[config.mk]
export PLATFORM = sky130hd
export DESIGN_NAME = fabric_clock_distribution
export DESIGN_NICKNAME = d
export VERILOG_FILES = /design/src/rtl/fabric_clock_pkg.sv /design/src/rtl/io_pair_spine.sv /design/src/rtl/fabric_clock_distribution.sv
export VERILOG_INCLUDE_DIRS = /design/src /design/src/rtl
export SDC_FILE = /design/constraint.sdc
export NUM_CORES = 1
export LEC_CHECK = 0
export BUFFER_PORTS_ARGS = -buffer_cell sky130_fd_sc_hd__buf_4
export CAP_MARGIN = 25
export CORE_UTILIZATION = 51
export DETAILED_ROUTE_END_ITERATION = 16
export PLACE_DENSITY = 0.94
export SYNTH_ARGS = -nofsm -noshare
export SYNTH_HDL_FRONTEND = slang
export SYNTH_HIERARCHICAL = 1
export SYNTH_SLANG_ARGS = --single-unit
[constraint.sdc]
create_clock -name clk -period 6.2 [get_ports clk]
set_input_delay 0 -clock clk [delete_from_list [all_inputs] [get_ports clk]]
set_output_delay 0 -clock clk [all_outputs]
set_load 0.02 [all_outputs]
[src/rtl/fabric_clock_cfg.svh]
// Purpose: constants for the fabric clock distribution block
// Assumes: included by bare name from the package and the modules
// Notes: definitions only
`ifndef FABRIC_CLOCK_CFG_SVH
`define FABRIC_CLOCK_CFG_SVH

// ----------------------------------------
// routing widths and fast line numbers
// ----------------------------------------
`define LONG_LINES 10
`define LINE_SEL_W 4
`define FAST_LINE_LO 8
`define FAST_LINE_HI 9
`define PAIR_PADS 8
`define SEG_PER_CELL 4
`define IO_LOCAL_LINES 5
`define BIDIR_ROUTES 8

// ----------------------------------------
// reset values of the configuration, and the pair segment select bit that picks seg_lower
// ----------------------------------------
`define LINE_SEL_RESET 4'h0
`define PAD_SEL_RESET 3'h0
`define SEG_SEL_RESET 3'h0
`define BIDIR_SEL_RESET 3'h0
`define SEG_SEL_LOWER_BIT 2

`endif

[src/rtl/fabric_clock_pkg.sv]
// Purpose: types shared by the clock distribution modules
// Assumes: fabric_clock_cfg.svh supplies the widths
// Notes: source encodings are configuration codes
package fabric_clock_pkg;
`include "fabric_clock_cfg.svh"

  typedef enum logic [2:0]
  {
    SRC_VLINE = 3'b000,
    SRC_HLINE = 3'b001,
    SRC_NBR_H = 3'b010,
    SRC_NBR_V = 3'b011,
    SRC_LOCAL = 3'b100
  } tile_src_t;

  typedef enum logic [2:0]
  {
    IO_SRC_IO_LINE = 3'b000,
    IO_SRC_END_LINE = 3'b001,
    IO_SRC_ADJ_TILE = 3'b010,
    IO_SRC_NBR_GROUP = 3'b011,
    IO_SRC_SEGMENT = 3'b100
  } io_src_t;

  typedef enum logic [1:0]
  {
    IOCLK_SYS = 2'b00,
    IOCLK_FAST = 2'b01,
    IOCLK_EDGE = 2'b10
  } io_cell_clk_t;

  typedef enum logic [1:0]
  {
    PAIR_PAD = 2'b00,
    PAIR_SEG = 2'b01,
    PAIR_PCM = 2'b10
  } pair_src_t;

  typedef enum logic [1:0]
  {
    EDGE_TOP = 2'b00,
    EDGE_BOTTOM = 2'b01,
    EDGE_LEFT = 2'b10,
    EDGE_RIGHT = 2'b11
  } array_edge_t;

  typedef struct packed
  {
    tile_src_t tile_src;
    logic [`LINE_SEL_W-1:0] vline_sel;
    logic [`LINE_SEL_W-1:0] hline_sel;
    logic [2:0] bidir_sel;
    logic ce_from_vert;
    logic we_from_vert;
    logic set_reset_from_horz;
    logic [`LINE_SEL_W-1:0] hspine_line;
    logic [`LINE_SEL_W-1:0] vspine_line;
    logic hspine_en;
    logic vspine_en;
    logic [1:0] hfast_en;
    logic [1:0] vfast_en;
    io_src_t io_sys_src;
    logic [`LINE_SEL_W-1:0] io_line_sel;
    logic [`LINE_SEL_W-1:0] end_line_sel;
    logic [`LINE_SEL_W-1:0] adj_line_sel;
    logic [`LINE_SEL_W-1:0] nbr_line_sel;
    logic [1:0] seg_sel;
    io_cell_clk_t io_cell_clk;
    logic group_above_ctrl;
    pair_src_t pair_src;
    logic [2:0] pad_sel;
    logic [2:0] pair_seg_sel;
  } cfg_t;

  typedef struct packed
  {
    logic [`LINE_SEL_W-1:0] pick;
    logic spine;
  } pair_state_t;
endpackage

[src/rtl/io_pair_spine.sv]
// Purpose: clock spine source for one pair of io cell groups
// Assumes: pads and segments are synchronous to clk
// Notes: one shared buffer per pair, modelled as one registered select
`timescale 1ns/10ps
`include "fabric_clock_cfg.svh"
module io_pair_spine
(
  // clock and reset
  input wire logic clk,
  input wire logic reset,
  // configuration
  input wire fabric_clock_pkg::pair_src_t pair_src,
  input wire logic [2:0] pad_sel,
  input wire logic [2:0] seg_sel,
  // sources
  input wire logic [`PAIR_PADS-1:0] pads,
  input wire logic [`SEG_PER_CELL-1:0] seg_upper,
  input wire logic [`SEG_PER_CELL-1:0] seg_lower,
  input wire logic pcm_sys_clk,
  // spine
  output logic spine
);
  import fabric_clock_pkg::*;

  pair_state_t state;
  pair_state_t next_state;

  always_comb
  begin
    next_state = state;
    next_state.pick = {1'b0, seg_sel};
    case (pair_src)
      PAIR_PAD: next_state.spine = pads[pad_sel];
      PAIR_SEG:
      begin
        if (seg_sel[`SEG_SEL_LOWER_BIT])
          next_state.spine = seg_lower[seg_sel[1:0]];
        else
          next_state.spine = seg_upper[seg_sel[1:0]];
      end
      PAIR_PCM: next_state.spine = pcm_sys_clk;
      default: next_state.spine = 1'b0;
    endcase
  end

  always_ff @(posedge clk or posedge reset)
  begin
    if (reset)
      state <= '0;
    else
      state <= next_state;
  end

  assign spine = state.spine;
endmodule

[src/rtl/fabric_clock_distribution.sv]
// Purpose: configuration-selected clock routing for one logic tile and one io cell group
// Assumes: all sources are sampled as synchronous levels on clk
// Notes: selections load only on cfg_load, standing in for reconfiguration
`timescale 1ns/10ps
`include "fabric_clock_cfg.svh"
module fabric_clock_distribution
(
  // clock and reset
  input wire logic clk,
  input wire logic reset,
  // configuration load
  input wire logic cfg_load,
  input wire fabric_clock_pkg::cfg_t cfg_in,
  // tile position in the array
  input wire logic row_odd,
  input wire logic col_odd,
  // io pair position
  input wire fabric_clock_pkg::array_edge_t pair_edge,
  // tile long lines, seen level
  input wire logic [`LONG_LINES-1:0] vline_in,
  input wire logic [`LONG_LINES-1:0] hline_in,
  // neighbour tile clocks
  input wire logic nbr_left_clk,
  input wire logic nbr_right_clk,
  input wire logic nbr_above_clk,
  input wire logic nbr_below_clk,
  // local routing
  input wire logic [`BIDIR_ROUTES-1:0] bidir_route,
  // spines arriving at the tile
  input wire logic hspine_left,
  input wire logic hspine_right,
  input wire logic vspine_top,
  input wire logic vspine_bottom,
  input wire logic hfast_spine,
  input wire logic vfast_spine,
  // io pair sources
  input wire logic [`PAIR_PADS-1:0] pair_pads,
  input wire logic [`SEG_PER_CELL-1:0] seg_upper,
  input wire logic [`SEG_PER_CELL-1:0] seg_lower,
  input wire logic pcm_sys_clk,
  // io group routing
  input wire logic [`LONG_LINES-1:0] io_long_line,
  input wire logic [`LONG_LINES-1:0] end_long_line,
  input wire logic [`LONG_LINES-1:0] adj_long_line,
  input wire logic [`LONG_LINES-1:0] nbr_group_line,
  input wire logic [`SEG_PER_CELL-1:0] io_switching_segment,
  // edge clock
  input wire logic edge_pad,
  // tile outputs
  output logic tile_clk,
  output logic tile_ce,
  output logic tile_we,
  output logic tile_set_reset,
  // long line drive from spines
  output logic [`LONG_LINES-1:0] hline_out,
  output logic [`LONG_LINES-1:0] hline_oe,
  output logic [`LONG_LINES-1:0] vline_out,
  output logic [`LONG_LINES-1:0] vline_oe,
  // io pair spine
  output logic pair_spine,
  output logic pair_spine_left_col,
  output logic pair_spine_from_left,
  // io group outputs
  output logic [`IO_LOCAL_LINES-1:0] io_local,
  output logic io_sys_clk,
  output logic io_cell_clk,
  // middle controller outputs
  output logic fast_spine_out,
  output logic edge_wire_hi,
  output logic edge_wire_lo
);
  import fabric_clock_pkg::*;

  // ----------------------------------------
  // state
  // ----------------------------------------
  typedef struct packed
  {
    cfg_t cfg;
    logic tile_clk;
    logic tile_ce;
    logic tile_we;
    logic tile_set_reset;
    logic [`LONG_LINES-1:0] hline_out;
    logic [`LONG_LINES-1:0] hline_oe;
    logic [`LONG_LINES-1:0] vline_out;
    logic [`LONG_LINES-1:0] vline_oe;
    logic pair_spine;
    logic pair_spine_left_col;
    logic pair_spine_from_left;
    logic [`IO_LOCAL_LINES-1:0] io_local;
    logic io_sys_clk;
    logic io_cell_clk;
    logic fast_spine_out;
    logic edge_wire_hi;
    logic edge_wire_lo;
  } dist_state_t;

  dist_state_t state;
  dist_state_t next_state;
  logic pair_spine_raw;

  // ----------------------------------------
  // helpers
  // ----------------------------------------
  // an out-of-range index picks nothing rather than wrapping
  function automatic logic pick_line(input logic [`LONG_LINES-1:0] lines,
                                     input logic [`LINE_SEL_W-1:0] sel);
    logic hit;
    hit = 1'b0;
    if (sel < 4'hA)
      hit = lines[sel];
    return hit;
  endfunction

  // one-hot drive of a single long line
  function automatic logic [`LONG_LINES-1:0] line_hot(input logic [`LINE_SEL_W-1:0] sel);
    logic [`LONG_LINES-1:0] hot;
    hot = '0;
    if (sel < 4'hA)
      hot[sel] = 1'b1;
    return hot;
  endfunction

  function automatic cfg_t cfg_reset();
    cfg_t c;
    c = '0;
    c.tile_src = SRC_VLINE;
    c.vline_sel = `LINE_SEL_RESET;
    c.hline_sel = `LINE_SEL_RESET;
    c.bidir_sel = `BIDIR_SEL_RESET;
    c.io_sys_src = IO_SRC_IO_LINE;
    c.io_cell_clk = IOCLK_SYS;
    c.pair_src = PAIR_PAD;
    c.pad_sel = `PAD_SEL_RESET;
    c.pair_seg_sel = `SEG_SEL_RESET;
    return c;
  endfunction

  // ----------------------------------------
  // io pair spine buffer
  // ----------------------------------------
  io_pair_spine u_pair
  (
    .clk(clk),
    .reset(reset),
    .pair_src(state.cfg.pair_src),
    .pad_sel(state.cfg.pad_sel),
    .seg_sel(state.cfg.pair_seg_sel),
    .pads(pair_pads),
    .seg_upper(seg_upper),
    .seg_lower(seg_lower),
    .pcm_sys_clk(pcm_sys_clk),
    .spine(pair_spine_raw)
  );

  // ----------------------------------------
  // next state
  // ----------------------------------------
  always_comb
  begin
    logic vclk;
    logic hclk;
    logic nbr_h;
    logic nbr_v;
    logic local_ctl;
    logic hspine;
    logic vspine;
    logic [`LONG_LINES-1:0] fast_hot;
    logic edge_clk;
    vclk = 1'b0;
    hclk = 1'b0;
    nbr_h = 1'b0;
    nbr_v = 1'b0;
    local_ctl = 1'b0;
    hspine = 1'b0;
    vspine = 1'b0;
    fast_hot = '0;
    edge_clk = 1'b0;
    next_state = state;

    // selections hold until a reconfiguration load
    if (cfg_load)
      next_state.cfg = cfg_in;

    // tile clock sources
    vclk = pick_line(vline_in, state.cfg.vline_sel);
    hclk = pick_line(hline_in, state.cfg.hline_sel);
    nbr_h = col_odd ? nbr_right_clk : nbr_left_clk;
    nbr_v = row_odd ? nbr_below_clk : nbr_above_clk;
    local_ctl = bidir_route[state.cfg.bidir_sel];
    case (state.cfg.tile_src)
      SRC_VLINE: next_state.tile_clk = vclk;
      SRC_HLINE: next_state.tile_clk = hclk;
      SRC_NBR_H: next_state.tile_clk = nbr_h;
      SRC_NBR_V: next_state.tile_clk = nbr_v;
      SRC_LOCAL: next_state.tile_clk = local_ctl;
      default: next_state.tile_clk = 1'b0;
    endcase

    // control inputs ride on the clock routes for low skew
    next_state.tile_ce = state.cfg.ce_from_vert & vclk;
    next_state.tile_we = state.cfg.we_from_vert & vclk;
    next_state.tile_set_reset = state.cfg.set_reset_from_horz & hclk;

    // one spine each way, source side alternating by parity
    hspine = row_odd ? hspine_right : hspine_left;
    vspine = col_odd ? vspine_bottom : vspine_top;

    // vertical spine drives horizontal lines, horizontal spine vertical ones
    next_state.hline_oe = state.cfg.vspine_en ? line_hot(state.cfg.vspine_line) : '0;
    next_state.vline_oe = state.cfg.hspine_en ? line_hot(state.cfg.hspine_line) : '0;
    next_state.hline_out = {`LONG_LINES{vspine}};
    next_state.vline_out = {`LONG_LINES{hspine}};

    // fast spines only reach lines 8 and 9; they win over a system spine there
    fast_hot = '0;
    fast_hot[`FAST_LINE_LO] = state.cfg.vfast_en[0];
    fast_hot[`FAST_LINE_HI] = state.cfg.vfast_en[1];
    next_state.hline_oe = next_state.hline_oe | fast_hot;
    if (state.cfg.vfast_en[0])
      next_state.hline_out[`FAST_LINE_LO] = vfast_spine;
    if (state.cfg.vfast_en[1])
      next_state.hline_out[`FAST_LINE_HI] = vfast_spine;
    fast_hot = '0;
    fast_hot[`FAST_LINE_LO] = state.cfg.hfast_en[0];
    fast_hot[`FAST_LINE_HI] = state.cfg.hfast_en[1];
    next_state.vline_oe = next_state.vline_oe | fast_hot;
    if (state.cfg.hfast_en[0])
      next_state.vline_out[`FAST_LINE_LO] = hfast_spine;
    if (state.cfg.hfast_en[1])
      next_state.vline_out[`FAST_LINE_HI] = hfast_spine;

    // pair spine placement
    next_state.pair_spine = pair_spine_raw;
    next_state.pair_spine_left_col = (pair_edge == EDGE_TOP);
    next_state.pair_spine_from_left = (pair_edge == EDGE_LEFT);

    // middle controller: edge pad to fast spine and two edge wires
    edge_clk = edge_pad;
    next_state.fast_spine_out = edge_clk;
    next_state.edge_wire_hi = edge_clk;
    next_state.edge_wire_lo = edge_clk;

    // io group local clock lines
    next_state.io_local[0] = pick_line(io_long_line, state.cfg.io_line_sel);
    next_state.io_local[1] = pick_line(end_long_line, state.cfg.end_line_sel);
    next_state.io_local[2] = pick_line(adj_long_line, state.cfg.adj_line_sel);
    next_state.io_local[3] = pick_line(nbr_group_line, state.cfg.nbr_line_sel);
    next_state.io_local[4] = io_switching_segment[state.cfg.seg_sel];
    case (state.cfg.io_sys_src)
      IO_SRC_IO_LINE: next_state.io_sys_clk = state.io_local[0];
      IO_SRC_END_LINE: next_state.io_sys_clk = state.io_local[1];
      IO_SRC_ADJ_TILE: next_state.io_sys_clk = state.io_local[2];
      IO_SRC_NBR_GROUP: next_state.io_sys_clk = state.io_local[3];
      IO_SRC_SEGMENT: next_state.io_sys_clk = state.io_local[4];
      default: next_state.io_sys_clk = 1'b0;
    endcase

    // io cell register clock; edge clock taken from the wire on this group's side
    case (state.cfg.io_cell_clk)
      IOCLK_SYS: next_state.io_cell_clk = state.io_sys_clk;
      IOCLK_FAST: next_state.io_cell_clk = state.fast_spine_out;
      IOCLK_EDGE:
      begin
        if (state.cfg.group_above_ctrl)
          next_state.io_cell_clk = state.edge_wire_hi;
        else
          next_state.io_cell_clk = state.edge_wire_lo;
      end
      default: next_state.io_cell_clk = 1'b0;
    endcase
  end

  // ----------------------------------------
  // registers
  // ----------------------------------------
  always_ff @(posedge clk or posedge reset)
  begin
    if (reset)
    begin
      state <= '0;
      state.cfg <= cfg_reset();
    end
    else
      state <= next_state;
  end

  // ----------------------------------------
  // outputs
  // ----------------------------------------
  assign tile_clk = state.tile_clk;
  assign tile_ce = state.tile_ce;
  assign tile_we = state.tile_we;
  assign tile_set_reset = state.tile_set_reset;
  assign hline_out = state.hline_out;
  assign hline_oe = state.hline_oe;
  assign vline_out = state.vline_out;
  assign vline_oe = state.vline_oe;
  assign pair_spine = state.pair_spine;
  assign pair_spine_left_col = state.pair_spine_left_col;
  assign pair_spine_from_left = state.pair_spine_from_left;
  assign io_local = state.io_local;
  assign io_sys_clk = state.io_sys_clk;
  assign io_cell_clk = state.io_cell_clk;
  assign fast_spine_out = state.fast_spine_out;
  assign edge_wire_hi = state.edge_wire_hi;
  assign edge_wire_lo = state.edge_wire_lo;
endmodule

[Word-level counts from Yosys, hierarchy flattened]
Cells that the tools add are included.
Word-level totals
  flip-flop bits (word level): 118
  logic and storage cells: 136
  input bits: 170
  output and inout port bits: 57
Operators by class
  $lt $le $gt $ge: 22
  bitwise logic cells: 5
  equality and inequality tests: 13
  muxes and demuxes: 49
  reductions and logical operators: 8
Operators by type and width (count)
  $lt 4x5->1 const B: 8
  $mux 10: 4
  $lt 4x4->1 const B: 8
  $mux 1: 28
  $bmux 1 s4: 6
  $or 10x10->10: 2
  $eq 3x2->1 const B: 4
  $pmux 1 s5: 2
  $demux 1 s4: 2
  $ge 4x1->1 const B: 2
  $lt 3x4->1 const B: 2
  $bmux 1 s2: 3
  $bmux 1 s3: 2
  $eq 2x2->1 const B: 3
  $eq 3x1->1 const B: 2
  $eq 3x3->1 const B: 2
  $logic_not 2->1: 3
  $logic_not 3->1: 2
  $lt 2x3->1 const B: 2
  $eq 2x1->1 const B: 2
  $and 1x1->1: 3
  $pmux 1 s3: 1
  $logic_and 1x1->1: 2
  $pmux 1 s2: 1
  $reduce_or 2->1: 1

[Depth between registers and ports, before layout]
  depth after elaboration: 7
  mapped depth: 6
  depth with buffers taken out: 5

[Hierarchy]
Netlist, hierarchy kept.
Modules (own cells, without submodules)
  fabric_clock_distribution: cells an instance 351, instances 1, area each 4719.5 um2, sequential area each 2577.5 um2
  io_pair_spine: cells an instance 15, instances 1, area each 180.2 um2, sequential area each 25.0 um2

[Least setup slack after synthesis]
Ideal clock, no wire load.
  kind: reg2reg
  start: reg state[57] (netlist name)
  end: reg u_pair.state (netlist bit u_pair/spine)
  buffers on the path: 0
  data arrival time: 1.313 ns
  cell stages (with the launch flop): 5
  clock period less this slack: 1.437 ns
  setup slack: 4.763 ns
  setup time: 0.125 ns
  data required time: 6.075 ns
  cell sequence: dfrtp_1 > mux4_1 > mux2i_1 > nor2_1 > mux2_2
RTL lines
  start, declared: line fabric_clock_distribution.sv:99  | dist_state_t state;
  start signal, assigned: line fabric_clock_distribution.sv:286  | state <= next_state;
  end signal, assigned: line io_pair_spine.sv:51  | state <= next_state;
  end, declared: line io_pair_spine.sv:25  | pair_state_t state;

==> results.sh <==
export IMPL_root_buffer="clkbuf_8"
export IMPL_dp_cells=665
export IMPL_switching_share_pct=27.7
export IMPL_drtPass1Iterations=4
export IMPL_power_frac_seq_pct=49.4
export IMPL_grt_pass1_vias=4389
export IMPL_layoutNonFillerInstCount=758
export IMPL_dp_hpwl_mm=8.42
export IMPL_finalMaxSlewViolations=0
export IMPL_clkPwrFrac_pct=26.7
export IMPL_critical_path_class="reg -> reg"
export IMPL_fillers=513
export IMPL_post_route_period_util_pct=27.4
export IMPL_path_cells="mux2i_1 -> or3_1 -> o41ai_2 -> nor4_2 -> o211ai_1"
export IMPL_yosys_area_top_type="dfrtp_1"
export IMPL_post_route_util_pct=79.0
export IMPL_die_w_um=100
export IMPL_critPathSlowestCell="dfrtp_1"
export IMPL_synth_nets=538
export IMPL_synthFlopType="dfrtp_1"
export IMPL_cpPeakStageDelay_ns=0.54
export IMPL_met1_length_mm=4.46
export IMPL_synth_edf_count=0
export IMPL_grt_pass1_wl_mm=20.3
export IMPL_crit_buf_inv=0
export IMPL_synth_common_cells="104 x dfrtp_1, 64 x mux2_2, 47 x buf_4"
export IMPL_row_count=35
export IMPL_crit_fanout=6
export IMPL_cts_path_max_buffers=2
export IMPL_overflow=0
export IMPL_yosysWarnings=6
export IMPL_gp_congestion=0.799
export IMPL_cell_internal_pwr_mw=1.17
export IMPL_io_pins=227
export IMPL_worst_pin_slew_ns=0.846
export IMPL_grt_usage_pct=26.3
export IMPL_synth_most_common_cell="dfrtp_1"
export IMPL_routed_wl_mm=13.0
export IMPL_power_mw=1.62
export IMPL_crit_start="state[113]"
export IMPL_cts_buffers_inserted=9
export IMPL_layout_drive_gt1_share_pct=51.0
export IMPL_cp_depth=5
export IMPL_r2r_cells=5
export IMPL_synth_distinct_cells=37
export IMPL_ctsHtreeMaxLevel=3
export IMPL_clock_latency_ns=0.35
export IMPL_netlist_instances=366
export IMPL_routed_top_layer="met4"
export IMPL_core_area_um2=9280
export IMPL_crit_arrival_ns=1.93
export IMPL_r2r_slack_ns=4.50
export IMPL_combPwrFrac_pct=23.9
export IMPL_cts_tree="built"
export IMPL_io_buffers=225
export IMPL_hold_slack_ns=0.0630
export IMPL_setup_violations_final=0
export IMPL_critPathCaptureType="flip-flop"
export IMPL_critPathLaunchType="flip-flop"
export IMPL_avgSynthCellArea_um2=13.4
export IMPL_via_per_inst=5.20
export IMPL_seq_area_frac_synth_pct=53.1
export IMPL_postSynth_asyncResetShare_pct=100
export IMPL_synthTopCellsByArea="dfrtp_1 53%, mux2_2 15%, buf_4 7.2%"
export IMPL_start_util_pct=52.8
export IMPL_period_needed_ns=1.70
export IMPL_cts_clk_slew_worst_paths_ns=0.10
export IMPL_slew_headroom_pct=43.6
export IMPL_cts_setup_buffers=0
export IMPL_antenna_found_initial=0
export IMPL_syn_to_final_growth_pct=49.7
export IMPL_required_ns=6.42
export IMPL_drc_errors=0
export IMPL_die_area_um2=10000
export IMPL_ys_ff_latch=104
export IMPL_hp_class="in -> async"
export IMPL_ant_nets=0
export IMPL_fin_nets=796
export IMPL_yosysTopAreaCellShare_pct=53.1
export IMPL_rsz0062_at_grt="false"
export IMPL_final_setup_skew_ns=0.0150
export IMPL_power_leakage_nw=3.49
export IMPL_r2r_start="state[113]"
export IMPL_via_count=3942
export IMPL_num_antenna_cells=0
export IMPL_die_y_um=100
export IMPL_maxCapViolCount=0
export IMPL_p_sw_mw=0.449
export IMPL_vdd_drop_max_mv=0.128
export IMPL_wl_met3_um=793
export IMPL_wl_met2_mm=7.23
export IMPL_fmax_ghz=0.588
export IMPL_setup_tns_ns=0
export IMPL_status="finished clean"
export IMPL_syn_cell_area_um2=4900
export IMPL_final_hold_viol_count=0
export IMPL_wl_per_cell_um=17.2
export IMPL_cts_num_sinks=104
export IMPL_grt_max_degree=71
export IMPL_ctsResizeCount=0
export IMPL_drtIter0Drc=73
export IMPL_cp_top_family="flip-flops"
export IMPL_cts_hold_buf=75
export IMPL_power_density_nw_per_um2=221
export IMPL_reg2reg_to="tile_clk"
-- per-stage QoR --
step / cell area (um^2) / setup slack, ns
5_1_grt: 7330 / 4.36
6_report: 7330 / 4.50
3_3_place_gp: 6360 / 4.62
3_5_place_dp: 6360 / 4.54
4_1_cts: 7310 / 4.51
2_1_floorplan: 4900 / 3.50
-- worst min-delay path: stages --
cell and delay (ns):
dlygate4sd3_1 0.55, buf_4 0.15, inv_1 0.05
-- cells in the final DEF, fill, tap and decap left out, types with 2 or more instances in the layout --
cell           instances
o31ai_1                2
inv_1                  9
nor2_1                21
nand3b_1              10
mux4_2                12
a31oi_1                2
a211oi_1               2
mux2i_1               17
or3_1                  2
dlygate4sd3_1         77
mux2_2                64
o21bai_1               2
dfrtp_1              104
ha_1                   2
nor3_1                 4
inv_8                  2
nand2_1               11
mux4_1                 4
nor2b_1                4
o211ai_1               2
clkbuf_8               9
buf_4                226
o21ai_0                8
nor3b_1                3
mux2_1                 2
nand2b_1               5
o21ai_1                4
nand3_1                3
clkinvlp_4             2
nor4_1                 2
-- layout make-up --
class	count	area [um^2]	share of cell area (%)
repair buffers	303	2470	33.6
flip-flops and latches	104	2600	35.5
inverters	10	40.0	0.546
well taps	129	161	2.20
clock inverters	6	76.3	1.04
clock buffers	10	128	1.74
multi-input cells	196	1860	25.3
-- cells by family after synthesis --
logic type | share of synthesized area (%)
simple gates | 7.51
fa+ha+maj | 0.511
flops | 53.1
mux | 26.3
buf+inv | 8.94
compound gates | 3.63
-- registers in the layout, summed over array words and instances (netlist names), 3 cells and up --
signal / count
state: 62
vline_out: 3
hline_out: 3
io_local: 5
hline_oe: 10
vline_oe: 10
-- metal layers --
| layer | track usage, % | vias up |
|---|---|---|
| met5 | 0 | - |
| met4 | 13.2 | 0 |
| met3 | 5.01 | 46 |
| met2 | 51.0 | 198 |
| met1 | 26.6 | 1919 |
| li1 | - | 1779 |
-- worst max-delay path by stage --
stage | to | slack [ns]
floorplan | edge_wire_lo | 3.50
global placement | tile_clk | 4.62
detailed placement | tile_clk | 4.54
CTS | tile_clk | 4.51
global route | tile_clk | 4.36
finish | tile_clk | 4.50
-- power groups by stage --
stage	Clock [mW]	Combinational (mW)	Sequential (mW)
after floorplan	0	0.210	0.807
after global placement	0	0.331	0.805
after detailed placement	0	0.343	0.811
after CTS	0.441	0.383	0.797
after global routing	0.469	0.414	0.808
final	0.432	0.388	0.800
Note: power is estimated with default switching activity, not from simulation.
